--- config.mk ---
export PLATFORM = sky130hd
export DESIGN_NAME = mtch_top
export DESIGN_NICKNAME = d
export VERILOG_FILES = /design/src/hw/mtch_pkg.sv /design/src/hw/mtch_meas_if.sv /design/src/hw/mtch_meas.sv /design/src/hw/mtch_top.sv
export SDC_FILE = /design/constraint.sdc
export NUM_CORES = 1
export LEC_CHECK = 0
export ABC_AREA = 1
export BUFFER_PORTS_ARGS = -buffer_cell sky130_fd_sc_hd__buf_2
export CAP_MARGIN = 10
export CORE_MARGIN = 10
export CORE_UTILIZATION = 45
export CTS_CLUSTER_DIAMETER = 200
export CTS_CLUSTER_SIZE = 14
export DETAILED_ROUTE_END_ITERATION = 8
export GPL_TIMING_DRIVEN = 0
export SLEW_MARGIN = 30
export SYNTH_ARGS = -nofsm -noshare
export SYNTH_HDL_FRONTEND = slang
export SYNTH_SLANG_ARGS = --single-unit
export TNS_END_PERCENT = 50
--- constraint.sdc ---
create_clock -name clk -period 4.3 [get_ports clk]
set_input_delay 0.215 -clock clk [delete_from_list [all_inputs] [get_ports clk]]
set_output_delay 0.215 -clock clk [all_outputs]
set_load 0.01 [all_outputs]
--- src/hw/mtch_pkg.sv ---
// Constants for the multi-trigger capture handshake.
// Assumes a single 10 MHz system clock.
package mtch_pkg;
   // ==========================================================
   // Clock and timing
   localparam int unsigned CLK_HZ         = 10_000_000;
   localparam int unsigned SEC_S          = 1;
   localparam int unsigned SEC_CYC        = CLK_HZ * SEC_S;
   localparam logic [5:0]  TIMEOUT_MIN_S  = 6'h01;
   localparam logic [5:0]  TIMEOUT_MAX_S  = 6'h3C;
   localparam logic [5:0]  TIMEOUT_DEF_S  = 6'h0A;
   // ==========================================================
   // Sizes
   localparam int unsigned TASK_W         = 4;
   // ==========================================================
   // Sequencer states
   typedef enum logic [2:0] {
      MTCH_IDLE      = 3'b000,
      MTCH_CAPTURE   = 3'b001,
      MTCH_WAIT_TRIG = 3'b010,
      MTCH_WAIT_MEAS = 3'b011,
      MTCH_DRAIN     = 3'b100,
      MTCH_POST      = 3'b101
   } mtch_state_t;
endpackage

--- src/hw/mtch_meas_if.sv ---
// Link between the sequencer and the measurement scheduler.
// Both ends run on the same clock.
`timescale 1ns/1ps
interface mtch_meas_if #(parameter int W = 4);
   logic           clear;
   logic           serial;
   logic           cap_evt;
   logic           meas_done;
   logic           meas_start;
   logic [W-1:0]   meas_id;
   logic [W:0]     done_cnt;
   logic           drained;
   modport sched (input clear, input serial, input cap_evt, input meas_done,
                  output meas_start, output meas_id, output done_cnt, output drained);
   modport ctrl  (output clear, output serial, output cap_evt, output meas_done,
                  input meas_start, input meas_id, input done_cnt, input drained);
endinterface

--- src/hw/mtch_meas.sv ---
// Measurement scheduler: launches one measurement per captured image.
// Assumes the measurement engine pulses meas_done once per launch.
`timescale 1ns/1ps
module mtch_meas #(
   parameter int W = mtch_pkg::TASK_W
) (
   // Clock and reset
   input  wire logic        clk,
   input  wire logic        resetn,
   // Sequencer side
   mtch_meas_if.sched       m
);
   logic [W:0] cap_cnt;
   logic [W:0] iss_cnt;
   logic       can_issue;

   // ==========================================================
   // Launch control
   // Serial mode waits for every earlier measurement to finish
   assign can_issue = (iss_cnt < cap_cnt) && (!m.serial || (m.done_cnt == iss_cnt));

   always_ff @(posedge clk or negedge resetn)
   begin
      if (!resetn)
      begin
         m.meas_start <= 1'b0;
         m.meas_id    <= '0;
         iss_cnt      <= '0;
      end
      else if (m.clear)
      begin
         m.meas_start <= 1'b0;
         iss_cnt      <= '0;
      end
      else if (can_issue && !m.meas_start)
      begin
         m.meas_start <= 1'b1;
         m.meas_id    <= iss_cnt[W-1:0];
         iss_cnt      <= iss_cnt + 1'b1;
      end
      else
         m.meas_start <= 1'b0;
   end

   // ==========================================================
   // Counters
   always_ff @(posedge clk or negedge resetn)
   begin
      if (!resetn)
         cap_cnt <= '0;
      else if (m.clear)
         cap_cnt <= '0;
      else if (m.cap_evt)
         cap_cnt <= cap_cnt + 1'b1;
   end

   always_ff @(posedge clk or negedge resetn)
   begin
      if (!resetn)
         m.done_cnt <= '0;
      else if (m.clear)
         m.done_cnt <= '0;
      else if (m.meas_done)
         m.done_cnt <= m.done_cnt + 1'b1;
   end

   always_ff @(posedge clk or negedge resetn)
   begin
      if (!resetn)
         m.drained <= 1'b1;
      else
         m.drained <= !m.clear && !m.cap_evt && (m.done_cnt == cap_cnt) && (iss_cnt == cap_cnt);
   end

   // ==========================================================
   // Checks
   property p_serial_gap;
      @(posedge clk) disable iff (!resetn)
      (m.meas_start && m.serial) |-> (m.done_cnt + 1'b1 == iss_cnt);
   endproperty
   a_serial_gap: assert property (p_serial_gap) else $error("Serial launch overlapped a running measurement");
endmodule

--- src/hw/mtch_top.sv ---
// Multi-trigger capture handshake: trigger, ready and busy towards the host,
// capture, measurement and post-processing strobes towards the pipeline.
// Assumes all inputs except trigger are synchronous to clk; done strobes are one-cycle pulses.
//
// Behaviour
// - First trigger drops ready, raises busy, starts the first capture.
// - Shared settings: ready rises once the capture completes; measurement follows.
// - Each later trigger drops ready while busy stays high.
// - Shared settings: ready stays low after the final capture.
// - Serial execution: next measurement waits for the previous one.
// - Busy drops when all measurement and post processing are finished.
// - Per-capture concurrent: ready rises after a capture completes.
// - Per-capture: each capture uses its own task's camera settings.
// - Per-capture: after final capture, ready rises only when measurement completes.
// - Shared settings: ready high and busy low together at the end.
// - Per-capture serial: ready waits for the whole task block.
// - Post processing runs only after every task block completes.
// - No trigger within timeout after ready rises fails the sequence.
// - Shared settings: every capture uses the first task's camera settings.
`timescale 1ns/1ps
module mtch_top #(
   parameter int          TASK_W      = mtch_pkg::TASK_W,
   parameter int unsigned CYC_PER_SEC = mtch_pkg::SEC_CYC
) (
   // Clock and reset
   input  wire logic              clk,
   input  wire logic              resetn,
   // Configuration
   input  wire logic              shared_settings,
   input  wire logic              concurrent,
   input  wire logic [TASK_W-1:0] num_tasks,
   input  wire logic [5:0]        timeout_sec,
   // Host handshake
   input  wire logic              trigger,
   output logic                   ready,
   output logic                   busy,
   output logic                   seq_ng,
   // Capture unit
   output logic                   cap_start,
   output logic [TASK_W-1:0]      cap_sel,
   input  wire logic              cap_done,
   // Measurement engine
   output logic                   meas_start,
   output logic [TASK_W-1:0]      meas_id,
   input  wire logic              meas_done,
   // Post processing
   output logic                   post_start,
   input  wire logic              post_done
);
   mtch_pkg::mtch_state_t state;
   logic [TASK_W-1:0] cur;
   logic [TASK_W-1:0] last_idx;
   logic              cfg_shared;
   logic              cfg_conc;
   logic [5:0]        cfg_tmo;
   logic              trig_s1;
   logic              trig_s2;
   logic              trig_d;
   logic              trig_rise;
   logic              trig_acc;
   logic              last;
   logic [31:0]       tick_cnt;
   logic [5:0]        sec_cnt;
   logic              tmo_hit;
   logic [5:0]        tmo_eff;

   mtch_meas_if #(.W(TASK_W)) m ();

   mtch_meas #(.W(TASK_W)) u_meas (
      .clk    (clk),
      .resetn (resetn),
      .m      (m.sched)
   );

   assign m.meas_done = meas_done;
   assign meas_start  = m.meas_start;
   assign meas_id     = m.meas_id;

   // ==========================================================
   // Trigger synchroniser and edge detect
   always_ff @(posedge clk or negedge resetn)
   begin
      if (!resetn)
      begin
         trig_s1 <= 1'b0;
         trig_s2 <= 1'b0;
         trig_d  <= 1'b0;
      end
      else
      begin
         trig_s1 <= trigger;
         trig_s2 <= trig_s1;
         trig_d  <= trig_s2;
      end
   end

   assign trig_rise = trig_s2 && !trig_d;
   // Edges outside the waiting states are dropped, never queued
   assign trig_acc  = trig_rise && ready &&
                      ((state == mtch_pkg::MTCH_IDLE) || (state == mtch_pkg::MTCH_WAIT_TRIG));
   assign last      = (cur == last_idx);

   // Clamp out-of-range settings rather than reject them
   assign tmo_eff = (timeout_sec < mtch_pkg::TIMEOUT_MIN_S) ? mtch_pkg::TIMEOUT_MIN_S :
                    (timeout_sec > mtch_pkg::TIMEOUT_MAX_S) ? mtch_pkg::TIMEOUT_MAX_S : timeout_sec;

   // ==========================================================
   // Timeout between tasks, whole seconds from ready rising
   assign tmo_hit = (state == mtch_pkg::MTCH_WAIT_TRIG) && (sec_cnt >= cfg_tmo) && !trig_acc;

   always_ff @(posedge clk or negedge resetn)
   begin
      if (!resetn)
      begin
         tick_cnt <= '0;
         sec_cnt  <= '0;
      end
      else if (state != mtch_pkg::MTCH_WAIT_TRIG)
      begin
         tick_cnt <= '0;
         sec_cnt  <= '0;
      end
      else if (tick_cnt == CYC_PER_SEC - 1)
      begin
         tick_cnt <= '0;
         sec_cnt  <= sec_cnt + 1'b1;
      end
      else
         tick_cnt <= tick_cnt + 1'b1;
   end

   // ==========================================================
   // Configuration latched at sequence start
   always_ff @(posedge clk or negedge resetn)
   begin
      if (!resetn)
      begin
         cfg_shared <= 1'b1;
         cfg_conc   <= 1'b1;
         cfg_tmo    <= mtch_pkg::TIMEOUT_DEF_S;
         last_idx   <= '0;
      end
      else if (trig_acc && (state == mtch_pkg::MTCH_IDLE))
      begin
         cfg_shared <= shared_settings;
         cfg_conc   <= concurrent;
         cfg_tmo    <= tmo_eff;
         last_idx   <= (num_tasks == '0) ? '0 : num_tasks - 1'b1;
      end
   end

   // ==========================================================
   // Sequencer
   always_ff @(posedge clk or negedge resetn)
   begin
      if (!resetn)
      begin
         state      <= mtch_pkg::MTCH_IDLE;
         ready      <= 1'b1;
         busy       <= 1'b0;
         seq_ng     <= 1'b0;
         cur        <= '0;
         cap_start  <= 1'b0;
         cap_sel    <= '0;
         post_start <= 1'b0;
         m.clear    <= 1'b0;
         m.serial   <= 1'b0;
         m.cap_evt  <= 1'b0;
      end
      else
      begin
         cap_start  <= 1'b0;
         post_start <= 1'b0;
         m.clear    <= 1'b0;
         m.cap_evt  <= 1'b0;
         unique case (state)
            mtch_pkg::MTCH_IDLE:
            begin
               if (trig_acc)
               begin
                  ready     <= 1'b0;
                  busy      <= 1'b1;
                  seq_ng    <= 1'b0;
                  cur       <= '0;
                  cap_start <= 1'b1;
                  cap_sel   <= '0;
                  m.clear   <= 1'b1;
                  m.serial  <= !concurrent;
                  state     <= mtch_pkg::MTCH_CAPTURE;
               end
            end
            mtch_pkg::MTCH_CAPTURE:
            begin
               if (cap_done)
               begin
                  m.cap_evt <= 1'b1;
                  if (cfg_shared)
                  begin
                     ready <= !last;
                     state <= last ? mtch_pkg::MTCH_DRAIN : mtch_pkg::MTCH_WAIT_TRIG;
                  end
                  else if (cfg_conc && !last)
                  begin
                     ready <= 1'b1;
                     state <= mtch_pkg::MTCH_WAIT_TRIG;
                  end
                  else
                     state <= mtch_pkg::MTCH_WAIT_MEAS;
               end
            end
            mtch_pkg::MTCH_WAIT_MEAS:
            begin
               // Counter is one behind for a cycle after cap_evt, so this cannot fire early
               if (m.done_cnt == {1'b0, cur} + 1'b1)
               begin
                  ready <= 1'b1;
                  state <= last ? mtch_pkg::MTCH_DRAIN : mtch_pkg::MTCH_WAIT_TRIG;
               end
            end
            mtch_pkg::MTCH_WAIT_TRIG:
            begin
               if (trig_acc)
               begin
                  ready     <= 1'b0;
                  cur       <= cur + 1'b1;
                  cap_start <= 1'b1;
                  cap_sel   <= cfg_shared ? '0 : cur + 1'b1;
                  state     <= mtch_pkg::MTCH_CAPTURE;
               end
               else if (tmo_hit)
               begin
                  seq_ng <= 1'b1;
                  ready  <= 1'b0;
                  state  <= mtch_pkg::MTCH_DRAIN;
               end
            end
            mtch_pkg::MTCH_DRAIN:
            begin
               // A failed sequence still lets running measurements finish, but skips post processing
               if (m.drained && !m.cap_evt)
               begin
                  if (seq_ng)
                  begin
                     busy  <= 1'b0;
                     ready <= 1'b1;
                     state <= mtch_pkg::MTCH_IDLE;
                  end
                  else
                  begin
                     post_start <= 1'b1;
                     state      <= mtch_pkg::MTCH_POST;
                  end
               end
            end
            mtch_pkg::MTCH_POST:
            begin
               if (post_done)
               begin
                  busy  <= 1'b0;
                  ready <= 1'b1;
                  state <= mtch_pkg::MTCH_IDLE;
               end
            end
            default:
               state <= mtch_pkg::MTCH_IDLE;
         endcase
      end
   end

   // ==========================================================
   // Checks
   property p_first_trig;
      @(posedge clk) disable iff (!resetn)
      (trig_acc && state == mtch_pkg::MTCH_IDLE) |=> (!ready && busy && cap_start);
   endproperty
   a_first_trig: assert property (p_first_trig) else $error("First trigger did not start the sequence");
   property p_shared_ready;
      @(posedge clk) disable iff (!resetn)
      (state == mtch_pkg::MTCH_CAPTURE && cap_done && cfg_shared && !last) |=> ready;
   endproperty
   a_shared_ready: assert property (p_shared_ready) else $error("Ready not raised after shared capture");
   property p_later_trig;
      @(posedge clk) disable iff (!resetn)
      (state == mtch_pkg::MTCH_WAIT_TRIG && trig_acc) |=> (!ready && busy && cap_start);
   endproperty
   a_later_trig: assert property (p_later_trig) else $error("Later trigger handled wrongly");
   property p_shared_last;
      @(posedge clk) disable iff (!resetn)
      (state == mtch_pkg::MTCH_CAPTURE && cap_done && cfg_shared && last) |=> !ready [*2];
   endproperty
   a_shared_last: assert property (p_shared_last) else $error("Ready rose after final shared capture");
   property p_per_hold;
      @(posedge clk) disable iff (!resetn)
      (state == mtch_pkg::MTCH_CAPTURE && cap_done && !cfg_shared && (last || !cfg_conc))
         |=> (!ready until (m.done_cnt == {1'b0, cur} + 1'b1));
   endproperty
   a_per_hold: assert property (p_per_hold) else $error("Ready rose before task measurement");
   property p_end;
      @(posedge clk) disable iff (!resetn)
      (state == mtch_pkg::MTCH_POST && post_done) |=> (ready && !busy);
   endproperty
   a_end: assert property (p_end) else $error("Ready and busy not released together");
   property p_busy_post;
      @(posedge clk) disable iff (!resetn)
      $fell(busy) |-> (seq_ng || $past(post_done));
   endproperty
   a_busy_post: assert property (p_busy_post) else $error("Busy dropped before post processing ended");
   property p_post_gate;
      @(posedge clk) disable iff (!resetn)
      post_start |-> (m.drained && m.done_cnt == {1'b0, last_idx} + 1'b1);
   endproperty
   a_post_gate: assert property (p_post_gate) else $error("Post processing started early");
   property p_sel;
      @(posedge clk) disable iff (!resetn)
      cap_start |-> (cap_sel == (cfg_shared ? '0 : cur));
   endproperty
   a_sel: assert property (p_sel) else $error("Wrong camera settings selected");
   property p_sel_shared;
      @(posedge clk) disable iff (!resetn)
      (cap_start && cfg_shared) |-> (cap_sel == '0);
   endproperty
   a_sel_shared: assert property (p_sel_shared) else $error("Shared mode used non-first settings");
   property p_timeout;
      @(posedge clk) disable iff (!resetn)
      tmo_hit |=> (seq_ng && !ready && state == mtch_pkg::MTCH_DRAIN);
   endproperty
   a_timeout: assert property (p_timeout) else $error("Timeout did not fail the sequence");
   property p_trig_gate;
      @(posedge clk) disable iff (!resetn)
      trig_acc |-> (ready && $past(trigger, 2) && !$past(trigger, 3));
   endproperty
   a_trig_gate: assert property (p_trig_gate) else $error("Trigger accepted without edge or ready");
endmodule

* Word level (Yosys, flattened, before mapping)
Index checks and enable logic that the tools add are counted. Widths: inputs -> output; s select.
Word-level totals: bits in registers 93, bits of input ports 18, logic and storage cells 162
Operators by class: add/subtract/negate cells 8, magnitude comparators 4, equal/unequal tests 23, muxes and demuxes 60, bitwise logic cells 1, reductions and logical operators 40
Operators by type and width (number):
- $mux 32 | 2
- $add 32x1->32 const B | 1
- $eq 32x24->1 const B | 1
- $mux 3 | 10
- $mux 5 | 6
- $mux 1 | 27
- $mux 6 | 4
- $eq 5x5->1 | 4
- $mux 4 | 5
- $ne 2x2->1 const B | 9
- $pmux 3 s6 | 1
- $pmux 4 s2 | 2
- $add 5x1->5 const B | 3
- $logic_and 1x1->1 | 13
- $reduce_bool 2->1 | 5
- $reduce_and 9->1 | 1
- $logic_not 1->1 | 8
- $add 6x1->6 const B | 1
- $eq 3x2->1 const B | 2
- $eq 3x3->1 const B | 2
- $ge 6x6->1 | 1
- $gt 6x6->1 const B | 1
- $lt 6x1->1 const B | 1
- $ne 3x3->1 const B | 2
- other kinds (22) | 24

* Depth between registers and ports, before layout
depth in word-level cells 9, mapped depth 12, gate-level depth less buffers 11

* Modules after synthesis
Synthesis repeated with hierarchy kept, for this count alone.
Second synthesis, totals: cell total of the unflattened synthesis 691, area, all modules 5303.8 um2
By module, submodules not included:
- mtch_top | times used 1, cells each 536, area each 4057.6 um2, sequential area each 1808.0 um2
- mtch_meas | times used 1, cells each 155, area each 1246.2 um2, sequential area each 526.8 um2

* Worst setup path before layout
Ideal clock, no wire load.
path kind flip-flop to flip-flop, from reg u_meas.iss_cnt[4], to reg u_meas.iss_cnt[0], arrival 1.607 ns, required time 4.182 ns, path slack 2.575 ns, stages on the path, launching flop included 8, cell sequence dfrtp_1 > ha_1 > a211o_1 > a31oi_1 > buf_2 > nand2_1 > nand3_1 > nand2_1
Between the ends: longest elaborated chain between the ends 5, elaborated cells on any way between the ends 6
RTL lines:
- start: declaration | line mtch_meas.sv:14 | logic [W:0] iss_cnt;
- start signal: assignment | line mtch_meas.sv:39 | iss_cnt <= iss_cnt + 1'b1;
- branches (longest 2 deep; another with $lt 5x5->1)
- $logic_and 1x1->1 * | line mtch_meas.sv:20 | assign can_issue = (iss_cnt < cap_cnt) && (!m.serial || (m.done_cnt == iss_cnt));
- $logic_and 1x1->1 * | line mtch_meas.sv:35 | else if (can_issue && !m.meas_start)
- $reduce_bool 2->1 (no line) *
Mark *: on every way between the ends. A chain may end at the register's enable or synchronous reset.

* Final worst setup path
from reg u_meas.cap_cnt[2], to reg u_meas.iss_cnt[2]
Between the ends: longest elaborated chain between the ends 4
RTL lines:
- start: declaration | line mtch_meas.sv:13 | logic [W:0] cap_cnt;
- start signal: assignment | line mtch_meas.sv:54 | cap_cnt <= cap_cnt + 1'b1;
- $lt 5x5->1 | line mtch_meas.sv:20
- $logic_and 1x1->1 | line mtch_meas.sv:20
- $logic_and 1x1->1 | line mtch_meas.sv:35
- $reduce_bool 2->1 (no line)
No other way between the ends.

==> metrics.cfg <==
[status]
status = finished, final reports clean

[clock_tree]
clock_sinks = 93
clockBufferDepth = 2
cts_tree = yes
root_buffer = clkbuf_16
numCtsBuffers = 9
cts_max_level = 3
clk_pin_slew_ns = 0.06
cts_resized = 0
insertion_delay_ns = 0.35

[sta]
drv_slew = 0
tns_ns = 0
slew_headroom = 0.623
post-route-period-util = 0.460
hold_viol_final = 0
tightest_slew_ns = 0.561
period_needed_ns = 1.98
skew_ns = 0.00740
setup_viol = 0
grt_setup_unrepaired = no
hold_slack_ns = 0.0624
max_freq_mhz = 506

[floorplan]
rows = 39
fp.dieArea_um2 = 16500
core_um2 = 11500
die_y_um = 128
num_io_pins = 32
die_w_um = 128
initial_core_util = 0.461

[hold_path]
hold_class = in2reg
min-delay-start = shared_settings

[logic_synthesis]
netlist_area_um2 = 5280
syn_nets = 714
synth-simple-area-share = 0.327
netlist_instances = 679
synth-edff-count = 0
synth-seq-area-share = 0.442
synth_mux_area_frac = 0
ys_warn_count = 0
syn_area_per_cell_um2 = 7.78
synth_compound_area_frac = 0.0621
synthAdderAreaFrac = 0.0403
synth-main-ff-cell = dfrtp_1
synthXorXnorAreaFrac = 0.0514
ys_ff_latch = 93
synth_top_family_by_area = simple AND/OR/NAND/NOR gates
synth_async_sr_flop_share = 1.00
ys_types = 37

[setup_path]
path_class = reg2reg
cp.required_ns = 4.53
r2r_start = u_meas.cap_cnt[2]
cp.arrival_ns = 2.21
worstSetupEndpointType = flip-flop
cp_max_fo = 10
crit_start = u_meas.cap_cnt[2]
start_kind = flip-flop

[placement]
place_inst = 854
io_buffers = 31
routabilityCongestion = 0.894
place_hpwl_um = 9310
detailed_place.area_um2 = 5650

[power]
power_mw = 3.28
pwr-share-seq = 0.388
power_frac_clock = 0.261
switchingPower_mw = 1.26
ir_drop_mv = 0.346
switching_share = 0.383
combPwrFrac = 0.351
powerDensity_nw_per_um2 = 548
p_leak_nw = 2.86
power.internal_mw = 2.02

[detailed_routing]
drt_pre_antenna_iters = 4
wl_met3_um = 516
top_layer = met4
viasPerCell = 5.20
ant_nets = 0
vias = 4533
dr.first_iter.drc_count = 265
avgRoutedWirePerCell_um = 14.2
met2_length_um = 5490
m1WireLength_um = 6140
drc = 0
wirelength_um = 12300

[job]
drv_cap = 0

[layout]
layout-drive-gt1-share = 0.114
final_cells = 872
insertedDiodeCount = 0
nNetsFinal = 759
postLayoutCellArea_um2 = 5990
nFillCells = 1129
synthToLayoutAreaGrowth_pct = 13.4

[global_route]
antenna_found_initial = 0
grt-ovfl-total = 0
grt_max_degree = 68
track_usage = 0.156
grt_pass1_vias = 4425
grt_pass1_wl_um = 21100

## cell type report
type,count,area [µm²],area share
flip-flops and latches,93,2330,0.390
repair buffers,34,209,0.0349
inverters,88,330,0.0552
clock inverters,6,88.8,0.0148
plain buffers,15,78.8,0.0132
well taps,143,179,0.0299
multi-input cells,483,2540,0.424
clock buffers,10,229,0.0382
## path summary, 6_finish.rpt
check	slack, ns	end	cells past startpoint
max in group asynchronous	3.35	cfg_tmo[3]	3
min in group asynchronous	0.30	u_meas.iss_cnt[1]	2
worst min register to register	0.35	trig_s2	0
worst min-delay path	0.06	cfg_shared	3
worst max-delay path	2.32	u_meas.iss_cnt[2]	9
worst max register to register	2.32	u_meas.iss_cnt[2]	9
## power by group through the flow
stage / Sequential, mW / Clock, mW / Combinational (mW)
after global routing: 1.31 / 0.910 / 1.35
after floorplan: 1.25 / 0 / 0.850
after global placement: 1.28 / 0 / 1.12
final: 1.27 / 0.856 / 1.15
after detailed placement: 1.29 / 0 / 1.14
after CTS: 1.27 / 0.877 / 1.15
## layer usage
layer / vias up / GRT usage
met5: - / 0
met4: 0 / 0.0603
met3: 13 / 0.0296
met2: 78 / 0.236
met1: 2125 / 0.216
li1: 2317 / -
## per-stage QoR
stage          setup WS [ns]  utilization
2_1_floorplan           2.58            -
3_3_place_gp            2.09        0.490
3_5_place_dp            2.39        0.493
4_1_cts                 2.34        0.522
5_1_grt                 2.07        0.522
6_report                2.32        0.522
## state kept, by name, indices dropped and copies added (netlist names), 5 cells and up
register           cells
sec_cnt                6
cfg_tmo                6
u_meas.iss_cnt         5
u_meas.m.done_cnt      5
tick_cnt              32
u_meas.cap_cnt         5
## cells in the final DEF, fill, tap and decap left out, drive strengths merged, types with 2 or more instances in the layout
| master | n |
|---|---|
| nand2 | 148 |
| o22ai | 5 |
| nor4 | 8 |
| inv | 88 |
| bufinv | 2 |
| xor2 | 18 |
| nor2 | 98 |
| buf | 42 |
| clkinvlp | 2 |
| nand4 | 29 |
| dlygate4sd3 | 2 |
| nor3 | 29 |
| clkinv | 2 |
| a21oi | 14 |
| nand3 | 62 |
| clkbuf | 15 |
| nor3b | 2 |
| xnor2 | 13 |
| ha | 17 |
| dfrtp | 87 |
| o21ai | 25 |
| dfstp | 6 |
| a31oi | 6 |
## cells in the mapped netlist, types with 6 or more instances
cell type  number  area share
nand2_1       144        0.10
nor2_1         95       0.068
dfrtp_1        87        0.41
inv_1          87       0.062
nand3_1        61       0.058
nand4_1        29       0.034
o21ai_0        24       0.023
nor3_1         19       0.018
xor2_1         18       0.030
ha_1           17       0.040
a21oi_1        14       0.013
xnor2_1        13       0.022
nor3_2         10       0.019
buf_2           9      0.0085
nor4_1          8      0.0095
a31oi_1         6      0.0071
dfstp_2         6       0.030
## cells by family (layout without fill, tap and decap cells)
logic type / count (synthesis) / after routing
buf+inv: 103 / 153
xor+xnor: 31 / 31
compound gates: 58 / 58
simple gates: 377 / 377
fa+ha+maj: 17 / 17
flops: 93 / 93
## critical path: stages (launching register included)
cell	delay, ns
dfrtp_1	0.43
inv_1	0.10
ha_1	0.32
a21oi_1	0.16
o21ai_0	0.10
a31oi_1	0.20
buf_2	0.24
nand2_1	0.16
nand3_1	0.10
nand2_1	0.06
## repair_timing
action                                 4_1_cts  5_1_grt
hold buffers                                 2        0
endpoints found under the hold margin       27        0
buffers inserted                             0        0
Power figures use the tool's default switching activity.
